**config.mk**
```make
export PLATFORM = sky130hd
export DESIGN_NAME = tsc_conv_control
export DESIGN_NICKNAME = d
export VERILOG_FILES = /design/src/pkg/tsc_pkg.sv /design/src/tsc_conv_engine.sv /design/src/tsc_conv_control.sv
export SDC_FILE = /design/constraint.sdc
export NUM_CORES = 1
export LEC_CHECK = 0
export BUFFER_PORTS_ARGS = -buffer_cell sky130_fd_sc_hd__buf_2
export CORE_MARGIN = 3
export CORE_UTILIZATION = 58
export CTS_BUF_LIST = sky130_fd_sc_hd__clkbuf_4 sky130_fd_sc_hd__clkbuf_8 sky130_fd_sc_hd__clkbuf_16
export CTS_CLUSTER_SIZE = 14
export DETAILED_ROUTE_END_ITERATION = 12
export HOLD_SLACK_MARGIN = 0.02
export PLACE_DENSITY = 0.8
export REMOVE_ABC_BUFFERS = 1
export SLEW_MARGIN = 20
export SYNTH_ARGS = -nofsm -noshare
export SYNTH_HDL_FRONTEND = slang
export SYNTH_SLANG_ARGS = --single-unit
```
**constraint.sdc**
```tcl
create_clock -name clk_sys -period 2.7 [get_ports clk_sys]
set_input_delay 0.54 -clock clk_sys [delete_from_list [all_inputs] [get_ports clk_sys]]
set_output_delay 0.54 -clock clk_sys [all_outputs]
set_load 0.01 [all_outputs]
```
**src/pkg/tsc_pkg.sv**
```systemverilog
`default_nettype none
package tsc_pkg;
    // clock rate
    localparam int CLK_KHZ          = 40000;
    // timing figures in their own units
    localparam int POR_TIME_US      = 1000;
    localparam int CONV_TIME_MS     = 14;
    localparam int TIMEOUT_MIN_MS   = 15;
    localparam int TIMEOUT_MAX_MS   = 45;
    localparam int TIMEOUT_MS       = 30;
    // derived cycle counts
    localparam int POR_CYCLES       = (POR_TIME_US * CLK_KHZ) / 1000;
    localparam int CONV_CYCLES      = CONV_TIME_MS * CLK_KHZ;
    localparam int TIMEOUT_CYCLES   = TIMEOUT_MS * CLK_KHZ;
    localparam int TIMEOUT_MIN_CYC  = TIMEOUT_MIN_MS * CLK_KHZ;
    localparam int TIMEOUT_MAX_CYC  = TIMEOUT_MAX_MS * CLK_KHZ;
    localparam int CNT_W            = 24;
    // register byte offsets
    localparam logic [7:0] ADDR_TEMP     = 8'h00;
    localparam logic [7:0] ADDR_CONFIG   = 8'h04;
    localparam logic [7:0] ADDR_STATUS   = 8'h08;
    localparam logic [7:0] ADDR_IRQSTAT  = 8'h0c;
    localparam logic [7:0] ADDR_IRQMASK  = 8'h10;
    localparam logic [7:0] ADDR_POINTER  = 8'h14;
    // config fields
    localparam int CFG_SHUTDOWN     = 0;
    localparam int CFG_ONESHOT      = 1;
    localparam int CFG_RES_LOW      = 2;
    localparam int CFG_RES_HIGH     = 3;
    localparam int CFG_TIMEOUT_EN   = 4;
    // status fields
    localparam int ST_DAV           = 0;
    localparam int ST_BUSY          = 1;
    localparam int ST_READY         = 2;
    // interrupt fields
    localparam int IRQ_CONV_DONE    = 0;
    localparam int IRQ_BUS_TIMEOUT  = 1;
    localparam int IRQ_W            = 2;
    // reset values, one-shot temperature and resolution mask
    localparam logic        RST_SHUTDOWN   = 1'b0;
    localparam logic [1:0]  RST_RES        = 2'b00;
    localparam logic        RST_TIMEOUT_EN = 1'b1;
    localparam logic [15:0] RST_TEMP       = 16'h0000;
    localparam logic [15:0] ONESHOT_TEMP   = 16'h8000;
    localparam logic [2:0]  RST_POINTER    = 3'h0;
    localparam logic [15:0] RES_LSB_MASK   = 16'h001f;
    // serial bits per byte
    localparam logic [3:0]  BITS_PER_BYTE  = 4'd8;

    typedef enum logic [1:0] {
        SER_IDLE = 2'b00,
        SER_BITS = 2'b01,
        SER_ACK  = 2'b11,
        SER_WAIT = 2'b10
    } tsc_ser_t;
endpackage
`default_nettype wire

```
**src/tsc_conv_engine.sv**
```systemverilog
`timescale 1ns/1ps
`default_nettype none
module tsc_conv_engine #(
    parameter int BASE_CYCLES = tsc_pkg::CONV_CYCLES
) (
    input  wire logic        clk_sys,
    input  wire logic        resetn,
    input  wire logic        ce,
    input  wire logic        start,
    input  wire logic [1:0]  res,
    input  wire logic [15:0] sample,
    output logic             busy,
    output logic             done,
    output logic [15:0]      result
);
    logic [tsc_pkg::CNT_W-1:0] cnt;

    if (BASE_CYCLES < 1 || (BASE_CYCLES * 8) >= (1 << tsc_pkg::CNT_W)) begin : g_chk
        $error("conversion base count out of range");
    end

    // keep only the bits the chosen word size holds
    function automatic logic [15:0] resMask(input logic [1:0] r);
        resMask = ~(tsc_pkg::RES_LSB_MASK >> r);
    endfunction

    always_ff @(posedge clk_sys or negedge resetn) begin
        if (!resetn) begin
            cnt    <= '0;
            busy   <= 1'b0;
            done   <= 1'b0;
            result <= tsc_pkg::RST_TEMP;
        end else if (ce) begin
            done <= 1'b0;
            if (!busy && start) begin
                // time doubles with each resolution step
                cnt  <= tsc_pkg::CNT_W'((BASE_CYCLES << res) - 1); // [RQ15]
                busy <= 1'b1;
            end else if (busy) begin
                if (cnt == '0) begin
                    busy   <= 1'b0;
                    done   <= 1'b1;
                    result <= sample & resMask(res); // [RQ16] [RQ14]
                end else begin
                    cnt <= cnt - 1'b1;
                end
            end
        end
    end
endmodule
`default_nettype wire

```
**src/tsc_conv_control.sv**
```systemverilog
// Operation
// RQ1 - bus held low too long: idle, release
// RQ2 - host clock at most 400 kHz
// RQ3 - serial interface works within 1 ms
// RQ4 - valid temperature one conversion after ready
// RQ5 - registers hold defaults until changed
// RQ6 - first conversion updates temperature and status
// RQ7 - host writes replace read/write defaults
// RQ8 - shutdown halts conversions, registers stay reachable
// RQ9 - one-shot in shutdown runs one conversion
// RQ10 - pending one-shot: flag 0, temp 8000h
// RQ11 - other registers untouched during one-shot
// RQ12 - one-shot end: flag set, temperature loaded
// RQ13 - resolution programmable by host
// RQ14 - two-bit field selects 11 to 14 bits
// RQ15 - conversion time doubles per step
// RQ16 - left-justified two's complement, low bits zero
// RQ17 - pointer resets to temperature register
// RQ18 - one-shot self-clears, ignored when continuous
// RQ19 - timeout counter restarts when lines high
//
// Decided for this implementation: the placing of the registers and register access over APB.
`timescale 1ns/1ps
`default_nettype none
module tsc_conv_control #(
    parameter int POR_CYCLES     = tsc_pkg::POR_CYCLES,
    parameter int CONV_CYCLES    = tsc_pkg::CONV_CYCLES,
    parameter int TIMEOUT_CYCLES = tsc_pkg::TIMEOUT_CYCLES
) (
    input  wire logic        clk_sys,
    input  wire logic        resetn,
    input  wire logic        ce,
    input  wire logic        psel,
    input  wire logic        penable,
    input  wire logic        pwrite,
    input  wire logic [7:0]  paddr,
    input  wire logic [31:0] pwdata,
    output logic [31:0]      prdata,
    output logic             pready,
    output logic             pslverr,
    output logic             irq,
    input  wire logic        sclIn,
    input  wire logic        sdaIn,
    output logic             sdaOut,
    output logic             sdaOe,
    input  wire logic [15:0] tempSample
);
    if (POR_CYCLES < 1 || POR_CYCLES >= (1 << tsc_pkg::CNT_W)) begin : g_chk_por
        $error("power-on count out of range");
    end
    if (TIMEOUT_CYCLES < 1 || TIMEOUT_CYCLES >= (1 << tsc_pkg::CNT_W)) begin : g_chk_to
        $error("timeout count out of range");
    end

    logic                      sclMeta;
    logic                      sclSync;
    logic                      sdaMeta;
    logic                      sdaSync;
    logic                      sclPrev;
    logic                      sdaPrev;
    logic [tsc_pkg::CNT_W-1:0] porCnt;
    logic                      porReady;
    logic                      shutdown;
    logic                      oneShot;
    logic                      data_available_flag;
    logic                      resolution_select_high;
    logic                      resolution_select_low;
    logic                      timeoutEn;
    logic [15:0]               temp;
    logic [2:0]                pointer;
    logic [tsc_pkg::IRQ_W-1:0] irqStat;
    logic [tsc_pkg::IRQ_W-1:0] irqMask;
    logic [tsc_pkg::CNT_W-1:0] toCnt;
    logic                      busTimeout;
    tsc_pkg::tsc_ser_t         serState;
    logic [3:0]                bitCnt;
    logic                      convBusy;
    logic                      convDone;
    logic [15:0]               convResult;
    logic                      convStart;
    logic                      access;
    logic                      wrEn;
    logic                      oneShotTake;
    logic                      sclRise;
    logic                      sclFall;
    logic                      startCond;
    logic                      stopCond;
    logic [31:0]               next_prdata;
    logic                      next_slverr;
    logic [tsc_pkg::IRQ_W-1:0] irqEvent;

    function automatic logic isMapped(input logic [7:0] a);
        isMapped = (a == tsc_pkg::ADDR_TEMP) || (a == tsc_pkg::ADDR_CONFIG)
                || (a == tsc_pkg::ADDR_STATUS) || (a == tsc_pkg::ADDR_IRQSTAT)
                || (a == tsc_pkg::ADDR_IRQMASK) || (a == tsc_pkg::ADDR_POINTER);
    endfunction

    // first access edge raises ready; writes land at the completing edge
    assign access = psel && penable && !pready;
    assign wrEn   = psel && penable && pready && pwrite && isMapped(paddr);
    // one-shot accepted only when the written config keeps shutdown
    assign oneShotTake = wrEn && (paddr == tsc_pkg::ADDR_CONFIG)
                       && pwdata[tsc_pkg::CFG_ONESHOT]
                       && pwdata[tsc_pkg::CFG_SHUTDOWN]; // [RQ18] [RQ9]
    // continuous when running, single when one-shot pending
    assign convStart = porReady && !convBusy && !convDone
                     && (!shutdown || oneShot); // [RQ8] [RQ4]

    // line edges after synchronisation
    assign sclRise   = sclSync && !sclPrev;
    assign sclFall   = !sclSync && sclPrev;
    assign startCond = sclSync && sclPrev && sdaPrev && !sdaSync;
    assign stopCond  = sclSync && sclPrev && !sdaPrev && sdaSync;
    assign irqEvent  = {busTimeout, convDone};

    tsc_conv_engine #(
        .BASE_CYCLES(CONV_CYCLES)
    ) u_engine (
        .clk_sys(clk_sys),
        .resetn (resetn),
        .ce     (ce),
        .start  (convStart),
        .res    ({resolution_select_high, resolution_select_low}), // [RQ13]
        .sample (tempSample),
        .busy   (convBusy),
        .done   (convDone),
        .result (convResult)
    );

    // two-stage synchronisers for the serial lines
    always_ff @(posedge clk_sys or negedge resetn) begin
        if (!resetn) begin
            sclMeta <= 1'b1;
            sclSync <= 1'b1;
            sdaMeta <= 1'b1;
            sdaSync <= 1'b1;
            sclPrev <= 1'b1;
            sdaPrev <= 1'b1;
        end else if (ce) begin
            sclMeta <= sclIn;
            sclSync <= sclMeta;
            sdaMeta <= sdaIn;
            sdaSync <= sdaMeta;
            sclPrev <= sclSync;
            sdaPrev <= sdaSync;
        end
    end

    // power-on delay before the interface answers
    always_ff @(posedge clk_sys or negedge resetn) begin
        if (!resetn) begin
            porCnt   <= '0;
            porReady <= 1'b0;
        end else if (ce && !porReady) begin
            if (porCnt == tsc_pkg::CNT_W'(POR_CYCLES - 1)) begin
                porReady <= 1'b1; // [RQ3]
            end else begin
                porCnt <= porCnt + 1'b1;
            end
        end
    end

    // configuration register
    always_ff @(posedge clk_sys or negedge resetn) begin
        if (!resetn) begin
            shutdown               <= tsc_pkg::RST_SHUTDOWN; // [RQ5]
            resolution_select_high <= tsc_pkg::RST_RES[1];
            resolution_select_low  <= tsc_pkg::RST_RES[0];
            timeoutEn              <= tsc_pkg::RST_TIMEOUT_EN;
            oneShot                <= 1'b0;
        end else if (ce) begin
            if (wrEn && paddr == tsc_pkg::ADDR_CONFIG) begin
                shutdown               <= pwdata[tsc_pkg::CFG_SHUTDOWN]; // [RQ7] [RQ8]
                resolution_select_high <= pwdata[tsc_pkg::CFG_RES_HIGH]; // [RQ14]
                resolution_select_low  <= pwdata[tsc_pkg::CFG_RES_LOW];
                timeoutEn              <= pwdata[tsc_pkg::CFG_TIMEOUT_EN]; // [RQ2]
            end
            if (oneShotTake) begin
                oneShot <= 1'b1; // [RQ9]
            end else if (oneShot && convDone) begin
                oneShot <= 1'b0; // [RQ18]
            end
        end
    end

    // temperature register and data-available flag
    always_ff @(posedge clk_sys or negedge resetn) begin
        if (!resetn) begin
            temp                <= tsc_pkg::RST_TEMP; // [RQ5]
            data_available_flag <= 1'b0;
        end else if (ce) begin
            if (convDone) begin
                temp                <= convResult; // [RQ6] [RQ12]
                data_available_flag <= 1'b1; // [RQ12]
            end else if (oneShotTake && !oneShot) begin
                temp                <= tsc_pkg::ONESHOT_TEMP; // [RQ10]
                data_available_flag <= 1'b0; // [RQ10] [RQ11]
            end
        end
    end

    // pointer register
    always_ff @(posedge clk_sys or negedge resetn) begin
        if (!resetn) begin
            pointer <= tsc_pkg::RST_POINTER; // [RQ17]
        end else if (ce && wrEn && paddr == tsc_pkg::ADDR_POINTER) begin
            pointer <= pwdata[2:0]; // [RQ7]
        end
    end

    // interrupt status, set wins over write-one-to-clear
    always_ff @(posedge clk_sys or negedge resetn) begin
        if (!resetn) begin
            irqStat <= '0;
            irqMask <= '0;
            irq     <= 1'b0;
        end else if (ce) begin
            if (wrEn && paddr == tsc_pkg::ADDR_IRQSTAT) begin
                irqStat <= (irqStat & ~pwdata[tsc_pkg::IRQ_W-1:0]) | irqEvent;
            end else begin
                irqStat <= irqStat | irqEvent;
            end
            if (wrEn && paddr == tsc_pkg::ADDR_IRQMASK) begin
                irqMask <= pwdata[tsc_pkg::IRQ_W-1:0];
            end
            irq <= |(irqStat & irqMask);
        end
    end

    // bus timeout counter
    always_ff @(posedge clk_sys or negedge resetn) begin
        if (!resetn) begin
            toCnt      <= '0;
            busTimeout <= 1'b0;
        end else if (ce) begin
            busTimeout <= 1'b0;
            if ((sclSync && sdaSync) || !timeoutEn) begin
                toCnt <= '0; // [RQ19]
            end else if (toCnt == tsc_pkg::CNT_W'(TIMEOUT_CYCLES - 1)) begin
                toCnt      <= '0;
                busTimeout <= 1'b1; // [RQ1] [RQ19]
            end else begin
                toCnt <= toCnt + 1'b1;
            end
        end
    end

    // serial state machine: acknowledges each byte after start
    always_ff @(posedge clk_sys or negedge resetn) begin
        if (!resetn) begin
            serState <= tsc_pkg::SER_IDLE;
            bitCnt   <= '0;
            sdaOe    <= 1'b0;
            sdaOut   <= 1'b0;
        end else if (ce) begin
            sdaOut <= 1'b0;
            if (busTimeout || !porReady) begin
                serState <= tsc_pkg::SER_IDLE; // [RQ1] [RQ3]
                sdaOe    <= 1'b0;
                bitCnt   <= '0;
            end else if (stopCond) begin
                serState <= tsc_pkg::SER_IDLE;
                sdaOe    <= 1'b0;
            end else if (startCond) begin
                serState <= tsc_pkg::SER_BITS;
                sdaOe    <= 1'b0;
                bitCnt   <= '0;
            end else begin
                case (serState)
                    tsc_pkg::SER_IDLE: begin
                        sdaOe <= 1'b0;
                    end
                    tsc_pkg::SER_BITS: begin
                        if (sclRise) begin
                            bitCnt <= bitCnt + 1'b1;
                        end
                        if (sclFall && bitCnt == tsc_pkg::BITS_PER_BYTE) begin
                            serState <= tsc_pkg::SER_ACK;
                            sdaOe    <= 1'b1;
                        end
                    end
                    tsc_pkg::SER_ACK: begin
                        if (sclRise) begin
                            serState <= tsc_pkg::SER_WAIT;
                        end
                    end
                    tsc_pkg::SER_WAIT: begin
                        if (sclFall) begin
                            serState <= tsc_pkg::SER_BITS;
                            sdaOe    <= 1'b0;
                            bitCnt   <= '0;
                        end
                    end
                    default: begin
                        serState <= tsc_pkg::SER_IDLE;
                        sdaOe    <= 1'b0;
                    end
                endcase
            end
        end
    end

    // read mux
    always_comb begin
        next_prdata = '0;
        next_slverr = !isMapped(paddr);
        case (paddr)
            tsc_pkg::ADDR_TEMP: begin
                next_prdata[15:0] = temp; // [RQ16]
            end
            tsc_pkg::ADDR_CONFIG: begin
                next_prdata[tsc_pkg::CFG_SHUTDOWN]   = shutdown;
                next_prdata[tsc_pkg::CFG_ONESHOT]    = oneShot;
                next_prdata[tsc_pkg::CFG_RES_LOW]    = resolution_select_low;
                next_prdata[tsc_pkg::CFG_RES_HIGH]   = resolution_select_high;
                next_prdata[tsc_pkg::CFG_TIMEOUT_EN] = timeoutEn;
            end
            tsc_pkg::ADDR_STATUS: begin
                next_prdata[tsc_pkg::ST_DAV]   = data_available_flag;
                next_prdata[tsc_pkg::ST_BUSY]  = convBusy;
                next_prdata[tsc_pkg::ST_READY] = porReady;
            end
            tsc_pkg::ADDR_IRQSTAT: begin
                next_prdata[tsc_pkg::IRQ_W-1:0] = irqStat;
            end
            tsc_pkg::ADDR_IRQMASK: begin
                next_prdata[tsc_pkg::IRQ_W-1:0] = irqMask;
            end
            tsc_pkg::ADDR_POINTER: begin
                next_prdata[2:0] = pointer;
            end
            default: begin
                next_prdata = '0;
            end
        endcase
    end

    // apb answer one cycle into the access phase
    always_ff @(posedge clk_sys or negedge resetn) begin
        if (!resetn) begin
            pready  <= 1'b0;
            pslverr <= 1'b0;
            prdata  <= '0;
        end else if (ce) begin
            pready  <= access;
            pslverr <= access && next_slverr;
            if (access && !pwrite) begin
                prdata <= next_prdata;
            end
        end
    end
endmodule
`default_nettype wire

```
==> results of run 1 <==
==> cell usage after synthesis (8+ instances only) <==
cell	count
nand4_1	14
xor2_1	19
nor3_1	19
nand3_1	40
inv_1	19
o311ai_0	9
buf_4	19
nor4_1	11
dfrtp_1	142
nand2_1	62
o211ai_1	13
and3_1	17
clkbuf_1	17
a21oi_1	17
mux2_2	30
a22o_1	25
ha_1	17
xnor2_1	19
o21ai_0	22
nor2_1	45
or3_1	8
==> sequential cells by signal, summed over array words and instances (netlist names), 3 cells and up <==
register	flops
u_engine.result	14
porCnt	24
bitCnt	4
prdata	16
toCnt	24
temp	14
u_engine.cnt	24
pointer	3
==> what timing repair did <==
item,CTS,global route
endpoints found under the hold margin,30,0
buffers inserted,0,0
hold buffers,1,0
==> how the worst max path moves through the flow <==
stage / from / end / slack (ps) / cells past startpoint
after floorplan: u_engine.cnt[0] / u_engine.cnt[11] / 400 / 7
after global placement: ce / porCnt[23] / 460 / 6
after detailed placement: u_engine.cnt[0] / u_engine.cnt[17] / 320 / 8
after CTS: u_engine.cnt[0] / u_engine.cnt[17] / 350 / 8
after global routing: u_engine.cnt[10] / u_engine.cnt[17] / 180 / 5
final: u_engine.cnt[10] / u_engine.cnt[17] / 330 / 5
==> area by class of cell <==
class                      count  area (um2)  share of cell area (%)
tap                          168         210                    2.46
inverter                      19        71.3                   0.833
clock buffer                  17         425                    4.97
multi-input combinational    519        3480                    40.7
clock inverter                15         184                    2.15
timing repair buffer          75         449                    5.25
sequential                   149        3740                    43.7
==> per-layer routing <==
metal | global-route usage [%] | part of all wire [%]
met3 | 6.60 | 6.7
met5 | 0 | 0
met2 | 40.0 | 48
met4 | 12.5 | 3.1
met1 | 30.8 | 42
==> critical path, stage by stage (launching register included) <==
cell      delay [ps]
dfrtp_1          470
nor4_2           440
nand4_1          430
or3_2            530
o211ai_1         190
o311ai_0         170
==> power groups by stage <==
stage	combinational (mW)	clock, mW	sequential (mW)
floorplan	0.530	0	2.58
global placement	0.740	0	2.61
detailed placement	0.781	0	2.62
CTS	0.791	2.46	2.59
global route	0.892	2.56	2.61
finish	0.791	2.42	2.59
==> cell usage in the layout, fill, tap and decap left out, types with 9 or more instances in the layout <==
cell | netlist | layout
o311ai_0 | 9 | 9
nor3_1 | 19 | 19
clkbuf_16 | 0 | 17
o211ai_1 | 13 | 13
conb_1 | 1 | 17
nand4_1 | 14 | 14
buf_2 | 3 | 53
dfrtp_1 | 142 | 142
inv_1 | 19 | 19
mux2_2 | 30 | 30
o21ai_0 | 22 | 22
a21oi_1 | 17 | 17
and3_1 | 17 | 17
nor2_1 | 45 | 45
buf_4 | 19 | 19
a22o_1 | 25 | 25
nand2_1 | 62 | 62
xnor2_1 | 19 | 19
ha_1 | 17 | 17
nand3_1 | 40 | 40
xor2_1 | 19 | 19
nor4_1 | 11 | 11
==> per-stage QoR <==
stage,instances,total power [mW],area (um2),hold WS (ps)
finish,962,5.80,8560,340
global route,962,6.06,8560,336
CTS,962,5.83,8560,328
detailed placement,929,3.40,7940,445
global placement,929,3.35,7940,444
floorplan,687,3.11,7290,244
==> cell families after synthesis <==
family | share of synthesized area, %
xor+xnor | 4.44
other cells | 0.0501
simple gates | 20.3
mux | 5.18
compound gates | 12.9
buf+inv | 4.38
flops | 49.9
fa+ha+maj | 2.84
==> flow_metrics.env, run 1 <==
export IMPL_cts_resized=0
export IMPL_cts_sinks=149
export IMPL_cts_htree_levels=4
export IMPL_hold_start="pwdata[3]"
export IMPL_diodes=0
export IMPL_holdPathStages=2
export IMPL_cts_root_buf="clkbuf_16"
export IMPL_dpl_hpwl_um=11900
export IMPL_fin_util_pct=69.5
export IMPL_initial_core_util_pct=60.8
export IMPL_fin_crit_sh_pct=87.7
export IMPL_core_area_um2=12300
export IMPL_avgRoutedWirePerCell_um=17.6
export IMPL_rsz0062_at_grt="no"
export IMPL_arrival_ps=2650
export IMPL_io_buffers=54
export IMPL_numCtsBuffers=17
export IMPL_ys_seq_elements=149
export IMPL_layout_drive_gt1_share_pct=20.2
export IMPL_ant_nets=0
export IMPL_post_route_min_period_ps=2370
export IMPL_syn_avg_cell_area_um2=10.5
export IMPL_max_freq_ghz=0.423
export IMPL_die_width_um=120
export IMPL_reg2reg_slack_ps=330
export IMPL_post_place_ws_ps=317
export IMPL_grt_pass1_vias=5910
export IMPL_grt_start_max_net_pins=58
export IMPL_async_flop_share_pct=100
export IMPL_ys_warn_count=0
export IMPL_ys_types=73
export IMPL_r2r_start="u_engine.cnt[10]"
export IMPL_synth_top_cell_area_share_pct=47.5
export IMPL_p_int_mw=4.13
export IMPL_min_to="resolution_select_high"
export IMPL_r2r_end="u_engine.cnt[17]"
export IMPL_crit_required_ps=2980
export IMPL_placementRows=40
export IMPL_hold_path_class="primary input to flop"
export IMPL_finalHoldViolations=0
export IMPL_firstDrtPassIters=5
export IMPL_powerDensity_nw_per_um2=677
export IMPL_setup_tns_final_ps=0
export IMPL_clkPwrFrac_pct=41.7
export IMPL_die_height_um=120
export IMPL_finClkSkew_ps=7.40
export IMPL_worstSkewPairLatency_ps=430
export IMPL_critPathCaptureType="flop"
export IMPL_grt_overflow_total=0
export IMPL_ff2ff_path_depth=5
export IMPL_syn_area_um2=7490
export IMPL_cp_max_fo=8
export IMPL_drtIter0Drc=494
export IMPL_synth_area_leaders="dfrtp_1 47%, mux2_2 4.5%, nand2_1 3.1%"
export IMPL_num_vias=5890
export IMPL_wirelength_um=16900
export IMPL_syn_to_final_growth_pct=14.3
export IMPL_tightest_slew_ps=675
export IMPL_drc=0
export IMPL_timing_worst_setup_path_type="flop to flop"
export IMPL_ys_flop_type="dfrtp_1"
export IMPL_drv_slew=0
export IMPL_viasPerCell=6.12
export IMPL_syn_inst=714
export IMPL_antenna_found_initial=0
export IMPL_p_switching_mw=1.66
export IMPL_setup_viol=0
export IMPL_gp_congestion=0.944
export IMPL_power_frac_seq_pct=44.7
export IMPL_swShare_pct=28.7
export IMPL_final_nets=862
export IMPL_cts_tree="done"
export IMPL_cts_max_path_buffers=2
export IMPL_die_area_um2=14300
export IMPL_n_fill_cell=896
export IMPL_start_kind="flop"
export IMPL_peakVddDrop_mv=0.703
export IMPL_grt_pass1_wl_um=28400
export IMPL_p_leak_nw=3.89
export IMPL_setup_ws_ps=333
export IMPL_cap_violations=0
export IMPL_io_pins=101
export IMPL_synth_edff_count=0
export IMPL_track_usage_pct=24.8
export IMPL_outcome="completed"
export IMPL_slew_headroom_pct=54.9
export IMPL_synth_seq_area_share_pct=49.9
export IMPL_p_comb_share_pct=13.6
export IMPL_clkTransAtPathRegs_ps=70
export IMPL_synth_area_leader_cell="dfrtp_1"
Power figures use the tool's default switching activity.
==> inputs of run 2 (changes only) <==
ABC_AREA = 1   (was not set)
CORE_UTILIZATION = 59   (was 58)
PLACE_DENSITY = 0.81   (was 0.8)
==> run 2 against run 1 <==
Effect of this change:
- sequential cell count stayed put
- first-iteration DRC count is 41% higher
- via count is 18% higher
- clock-buffer cell count rose by 1
- critical path type unchanged
==> flow_metrics.env, run 2 <==
export IMPL_tightest_slew_ps=737
export IMPL_fin_crit_sh_pct=83.4
export IMPL_whs_ps=150
export IMPL_drv_slew=0
export IMPL_synth_area_leader_cell="dfrtp_1"
export IMPL_cts_tree="done"
export IMPL_async_flop_share_pct=100
export IMPL_p_switching_mw=2.00
export IMPL_final_nets=1151
export IMPL_n_fill_cell=1072
export IMPL_wirelength_um=18500
export IMPL_initial_core_util_pct=60.4
export IMPL_placementRows=42
export IMPL_swShare_pct=31.6
export IMPL_rsz0062_at_grt="no"
export IMPL_max_freq_ghz=0.444
export IMPL_finalHoldViolations=0
export IMPL_synth_seq_area_share_pct=46.5
export IMPL_synth_area_leaders="dfrtp_1 44%, nand2_1 11%, inv_1 5.3%"
export IMPL_synth_top_cell_area_share_pct=44.2
export IMPL_ys_seq_elements=149
export IMPL_start_kind="flop"
export IMPL_finClkSkew_ps=11.7
export IMPL_post_place_ws_ps=349
export IMPL_gp_congestion=0.945
export IMPL_clkPwrFrac_pct=38.0
export IMPL_timing_worst_setup_path_type="flop to flop"
export IMPL_setup_tns_final_ps=0
export IMPL_crit_required_ps=3010
export IMPL_grt_pass1_vias=6421
export IMPL_syn_to_final_growth_pct=13.0
export IMPL_syn_area_um2=8030
export IMPL_die_height_um=123
export IMPL_antenna_found_initial=2
export IMPL_grt_pass1_wl_um=30700
export IMPL_fin_util_pct=68.3
export IMPL_grt_start_max_net_pins=79
export IMPL_powerDensity_nw_per_um2=697
export IMPL_p_comb_share_pct=17.9
export IMPL_viasPerCell=5.50
export IMPL_numCtsBuffers=17
export IMPL_cts_root_buf="clkbuf_16"
export IMPL_slew_headroom_pct=50.9
export IMPL_avgRoutedWirePerCell_um=14.7
export IMPL_clkTransAtPathRegs_ps=70
export IMPL_postCtsSetupBuffers=0
export IMPL_yosys_cell_count_top_type="nand2_1"
export IMPL_cts_sinks=149
export IMPL_final_cell_mix="232 x nand2_1, 142 x dfrtp_1, 113 x inv_1, 111 x nor2_1, 64 x o21ai_0"
export IMPL_io_buffers=54
export IMPL_track_usage_pct=25.7
export IMPL_post_route_min_period_ps=2250
export IMPL_final_common_cell="nand2_1"
export IMPL_power_mw=6.33
export IMPL_drtIter0Drc=698
export IMPL_ant_nets=0
export IMPL_cts_max_path_buffers=2
export IMPL_outcome="completed"
export IMPL_syn_inst=1003
export IMPL_ctsHoldBuffers=0
export IMPL_critPathCaptureType="flop"
export IMPL_cap_violations=0
export IMPL_ys_types=46
export IMPL_worstSkewPairLatency_ps=430
export IMPL_drc=0
export IMPL_p_int_mw=4.33
export IMPL_io_pins=101
export IMPL_arrival_ps=2560
export IMPL_setup_viol=0
export IMPL_ys_warn_count=0
export IMPL_hold_path_class="primary input to async pin"
export IMPL_synthTopCellsByCount="232 x nand2_1, 142 x dfrtp_1, 113 x inv_1"
export IMPL_core_area_um2=13300
export IMPL_die_area_um2=15100
export IMPL_cp_max_fo=18
export IMPL_die_width_um=123
export IMPL_peakVddDrop_mv=0.395
export IMPL_synth_edff_count=0
export IMPL_top_regs="porCnt: 24 flops, toCnt: 24 flops, u_engine.cnt: 24 flops"
export IMPL_grt_overflow_total=0
export IMPL_ys_flop_type="dfrtp_1"
export IMPL_cts_resized=0
export IMPL_cts_htree_levels=4
export IMPL_layout_drive_gt1_share_pct=13.6
export IMPL_syn_avg_cell_area_um2=8.01
export IMPL_setup_ws_ps=448
export IMPL_power_frac_seq_pct=44.0
export IMPL_num_vias=6929
export IMPL_p_leak_nw=4.55
export IMPL_dpl_hpwl_um=12700
export IMPL_firstDrtPassIters=5
[run 2: changes by cell type after synthesis, sizes merged, moves of 23 or more]
cell and change:
a21oi +26, a22o -24, inv +97, nand2 +176, nand3 +23, nor2 +74
o21ai +38
[run 2: cell families after synthesis]
| group | synth area share (%) |
|---|---|
| adders and majority gates | 2.65 |
| buffers and inverters | 8.67 |
| and+or+nand+nor | 27.5 |
| muxes | 1.68 |
| other | 0.0467 |
| AOI/OAI and AO/OA | 9.08 |
| DFF | 46.5 |
| xor gates and xnor gates | 3.82 |
[run 2: final cells by class]
type                            instances  area [um2]  area share (%)
Antenna cell                            1        2.50          0.0276
Clock buffer                           18         433            4.77
Clock inverter                         14         163            1.79
Inverter                              118         443            4.88
Multi-Input combinational cell        713        3670            40.4
Sequential cell                       149        3740            41.2
Tap cell                              176         220            2.42
Timing Repair Buffer                   71         417            4.59
[run 2: final timing paths]
check | cells past startpoint | slack [ps] | start | end
worst max-delay path | 8 | 450 | u_engine.cnt[0] | u_engine.result[10]
worst min-delay path | 1 | 150 | resetn | porCnt[16]
worst max register to register | 8 | 450 | u_engine.cnt[0] | u_engine.result[10]
worst min register to register | 2 | 470 | sclMeta | sclMeta
max in group asynchronous | 2 | 1870 | resetn | sdaSync
min in group clk_sys | 3 | 310 | sclIn | sclMeta
[run 2: metal layers]
layer  track usage (%)  wire length (um)  vias up  share of wire (%)
met5                 0                13        -              0.070
met4              9.38               375        2                2.0
li1                  -                 -     3383                  -
met2              40.5              8710      234                 47
met3              5.85              1120       41                6.0
met1              35.1              8270     3269                 45
[run 2: per-stage QoR]
stage / std cells / area (um2)
2_1_floorplan: 980 / 7840
3_3_place_gp: 1227 / 8480
3_5_place_dp: 1227 / 8480
4_1_cts: 1259 / 9080
5_1_grt: 1260 / 9080
6_report: 1260 / 9080
[run 2: critical path, stage by stage (launching register included)]
cell and delay (ps):
dfrtp_1 370, inv_1 120, ha_1 220, inv_1 90
nor2_4 210, nand2_4 90, nor2_4 150, nand3_2 420
mux2_2 460
[run 2: power by group through the flow]
stage          clock network [mW]  registers, mW  logic, mW
5_1_grt                      2.53           2.82       1.31
3_3_place_gp                    0           2.80       1.08
4_1_cts                      2.43           2.78       1.13
3_5_place_dp                    0           2.81       1.12
2_1_floorplan                   0           2.75      0.804
6_report                     2.41           2.79       1.14
==> inputs of run 3 (changes only) <==
clock period = 2.4 ns   (was 2.7 ns; I/O delays follow)
==> run 3 against run 2 <==
Effect of this change:
- final area up 0.91%
- clock power up 19%
- via count up 1.8%
- fmax up 4.4%
- sequential cell count unchanged
- clock-buffer cell count down 1
- utilization up 0.62 points
- first-iteration DRC count down 18%
- combinational power up 11%
- clock skew down 5.7 ps
- non-clock buffer count up 6
- critical endpoint is now u_engine.cnt[7]
==> flow_metrics.env, run 3 (synthesis gave the netlist of run 2 again) <==
export IMPL_cp_depth=13
export IMPL_peakVddDrop_mv=0.491
export IMPL_grt_overflow_total=0
export IMPL_tightest_slew_ps=560
export IMPL_avgRoutedWirePerCell_um=14.9
export IMPL_cp_max_fo=12
export IMPL_viasPerCell=5.58
export IMPL_drt_met1_wl_um=8320
export IMPL_grt_pass1_wl_um=31300
export IMPL_dpl_hpwl_um=12900
export IMPL_die_height_um=123
export IMPL_setup_tns_final_ps=0
export IMPL_finClkSkew_ps=5.99
export IMPL_track_usage_pct=26.1
export IMPL_outcome="completed"
export IMPL_top_layer="met5"
export IMPL_final_common_cell="nand2_1"
export IMPL_gp_congestion=0.922
export IMPL_max_freq_ghz=0.464
export IMPL_fin_crit_sh_pct=89.8
export IMPL_timing_worst_setup_path_type="flop to flop"
export IMPL_numCtsBuffers=17
export IMPL_slew_headroom_pct=62.6
export IMPL_cts_sinks=149
export IMPL_power_mw=7.26
export IMPL_cpMaxStageDelayCell="a21oi_1"
export IMPL_die_area_um2=15100
export IMPL_die_width_um=123
export IMPL_wl_met3_um=1110
export IMPL_cts_tree="done"
export IMPL_top_regs="porCnt: 24 flops, toCnt: 24 flops, u_engine.cnt: 24 flops"
export IMPL_worstSkewPairLatency_ps=430
export IMPL_diodes=0
export IMPL_rsz0062_at_grt="no"
export IMPL_stdcell_count=1265
export IMPL_final_nets=1157
export IMPL_core_area_um2=13300
export IMPL_n_fill_cell=1063
export IMPL_whs_ps=20.0
export IMPL_num_vias=7057
export IMPL_crit_required_ps=2770
export IMPL_critPathCaptureType="flop"
export IMPL_ff2ff_path_depth=13
export IMPL_dpl_cell_count=1233
export IMPL_cts_max_path_buffers=2
export IMPL_grt_start_max_net_pins=59
export IMPL_clkTransAtPathRegs_ps=70
export IMPL_cpPeakStageDelay_ps=420
export IMPL_start_kind="flop"
export IMPL_finalHoldViolations=0
export IMPL_grt_pass1_vias=6603
export IMPL_antenna_found_initial=2
export IMPL_postCtsSetupBuffers=0
export IMPL_drc=0
export IMPL_p_leak_nw=4.61
export IMPL_firstDrtPassIters=5
export IMPL_startpoint="u_engine.cnt[0]"
export IMPL_cp_top_family="compound AO/OA/AOI/OAI gates"
export IMPL_cap_violations=0
export IMPL_reg2reg_slack_ps=240
export IMPL_drv_slew=0
export IMPL_initial_core_util_pct=60.4
export IMPL_final_cell_mix="232 x nand2_1, 142 x dfrtp_1, 113 x inv_1, 111 x nor2_1, 64 x o21ai_0"
export IMPL_powerDensity_nw_per_um2=793
export IMPL_route_met2_wl_um=9040
export IMPL_placementRows=42
export IMPL_r2r_end="u_engine.cnt[7]"
export IMPL_multiInputGateArea_um2=3670
export IMPL_io_buffers=54
export IMPL_ant_nets=0
export IMPL_crit_path_end="u_engine.cnt[7]"
export IMPL_syn_to_final_growth_pct=14.1
export IMPL_post_route_min_period_ps=2160
export IMPL_cts_resized=0
export IMPL_worst_path_buf_inv=3
export IMPL_setup_viol=0
export IMPL_cts_root_buf="clkbuf_16"
export IMPL_r2r_start="u_engine.cnt[0]"
export IMPL_path_cells="inv_1, ha_1, inv_1, nor2_4, nand2_4, nor2_4, nand2_1, nand2_2, nand2_2, clkinv_2, a21oi_1, o21ai_0, nand2_1"
export IMPL_regArea_um2=3740
export IMPL_layout_drive_gt1_share_pct=14.0
export IMPL_arrival_ps=2520
export IMPL_ctsHoldBuffers=0
export IMPL_io_pins=101
export IMPL_wirelength_um=18900
export IMPL_cts_htree_levels=4
export IMPL_drtIter0Drc=575
export IMPL_hold_path_class="primary input to async pin"
-- run 3: cell count changes in the layout (fill, tap and decap cells not counted), sizes merged --
cell / delta
buf: +6
clkbuf: -1
clkinv: +2
diode: -1
clkinvlp: -3
bufinv: +1
inv: +1
-- run 3: report_power, final --
group          switching (mW)  internal, mW
clock                    1.18          1.69
sequential              0.302          2.82
combinational           0.798         0.470
-- run 3: cell type report --
| type | instances | share of cell area, % |
|---|---|---|
| clock buffers | 17 | 4.64 |
| clock inverters | 15 | 2.28 |
| inverters | 118 | 4.85 |
| multi-input cells | 713 | 40.0 |
| flip-flops and latches | 149 | 40.8 |
| well taps | 176 | 2.40 |
| repair buffers | 77 | 5.04 |
-- run 3: metal layers --
layer	track usage [%]	up-vias
met5	0	-
met4	9.17	4
met3	5.67	42
met1	35.5	3349
met2	41.6	261
li1	-	3401
-- run 3: worst register-to-register path: stages (launching register included) --
cell,delay [ps]
dfrtp_1,340
inv_1,80
ha_1,230
inv_1,120
nor2_4,80
nand2_4,70
nor2_4,50
nand2_1,90
nand2_2,90
nand2_2,90
clkinv_2,190
a21oi_1,420
o21ai_0,160
nand2_1,90
-- run 3: how the worst min path moves through the flow --
stage	startpoint	to	slack (ps)	depth (start not counted)
after floorplan	resetn	bitCnt[0]	180	0
after global placement	sclMeta	sclMeta	450	2
after detailed placement	temp[14]	temp[14]	460	2
after CTS	resetn	u_engine.cnt[15]	30	1
after global routing	resetn	u_engine.cnt[7]	50	1
final	resetn	u_engine.cnt[2]	20	1
-- run 3: through the flow --
stage	util, %	cell area (um2)	setup WS (ps)
final	68.9	9160	244
after global routing	68.9	9160	52.8
after CTS	68.9	9160	217
after detailed placement	64.1	8530	152
after global placement	64.1	8530	252
after floorplan	-	7840	-220
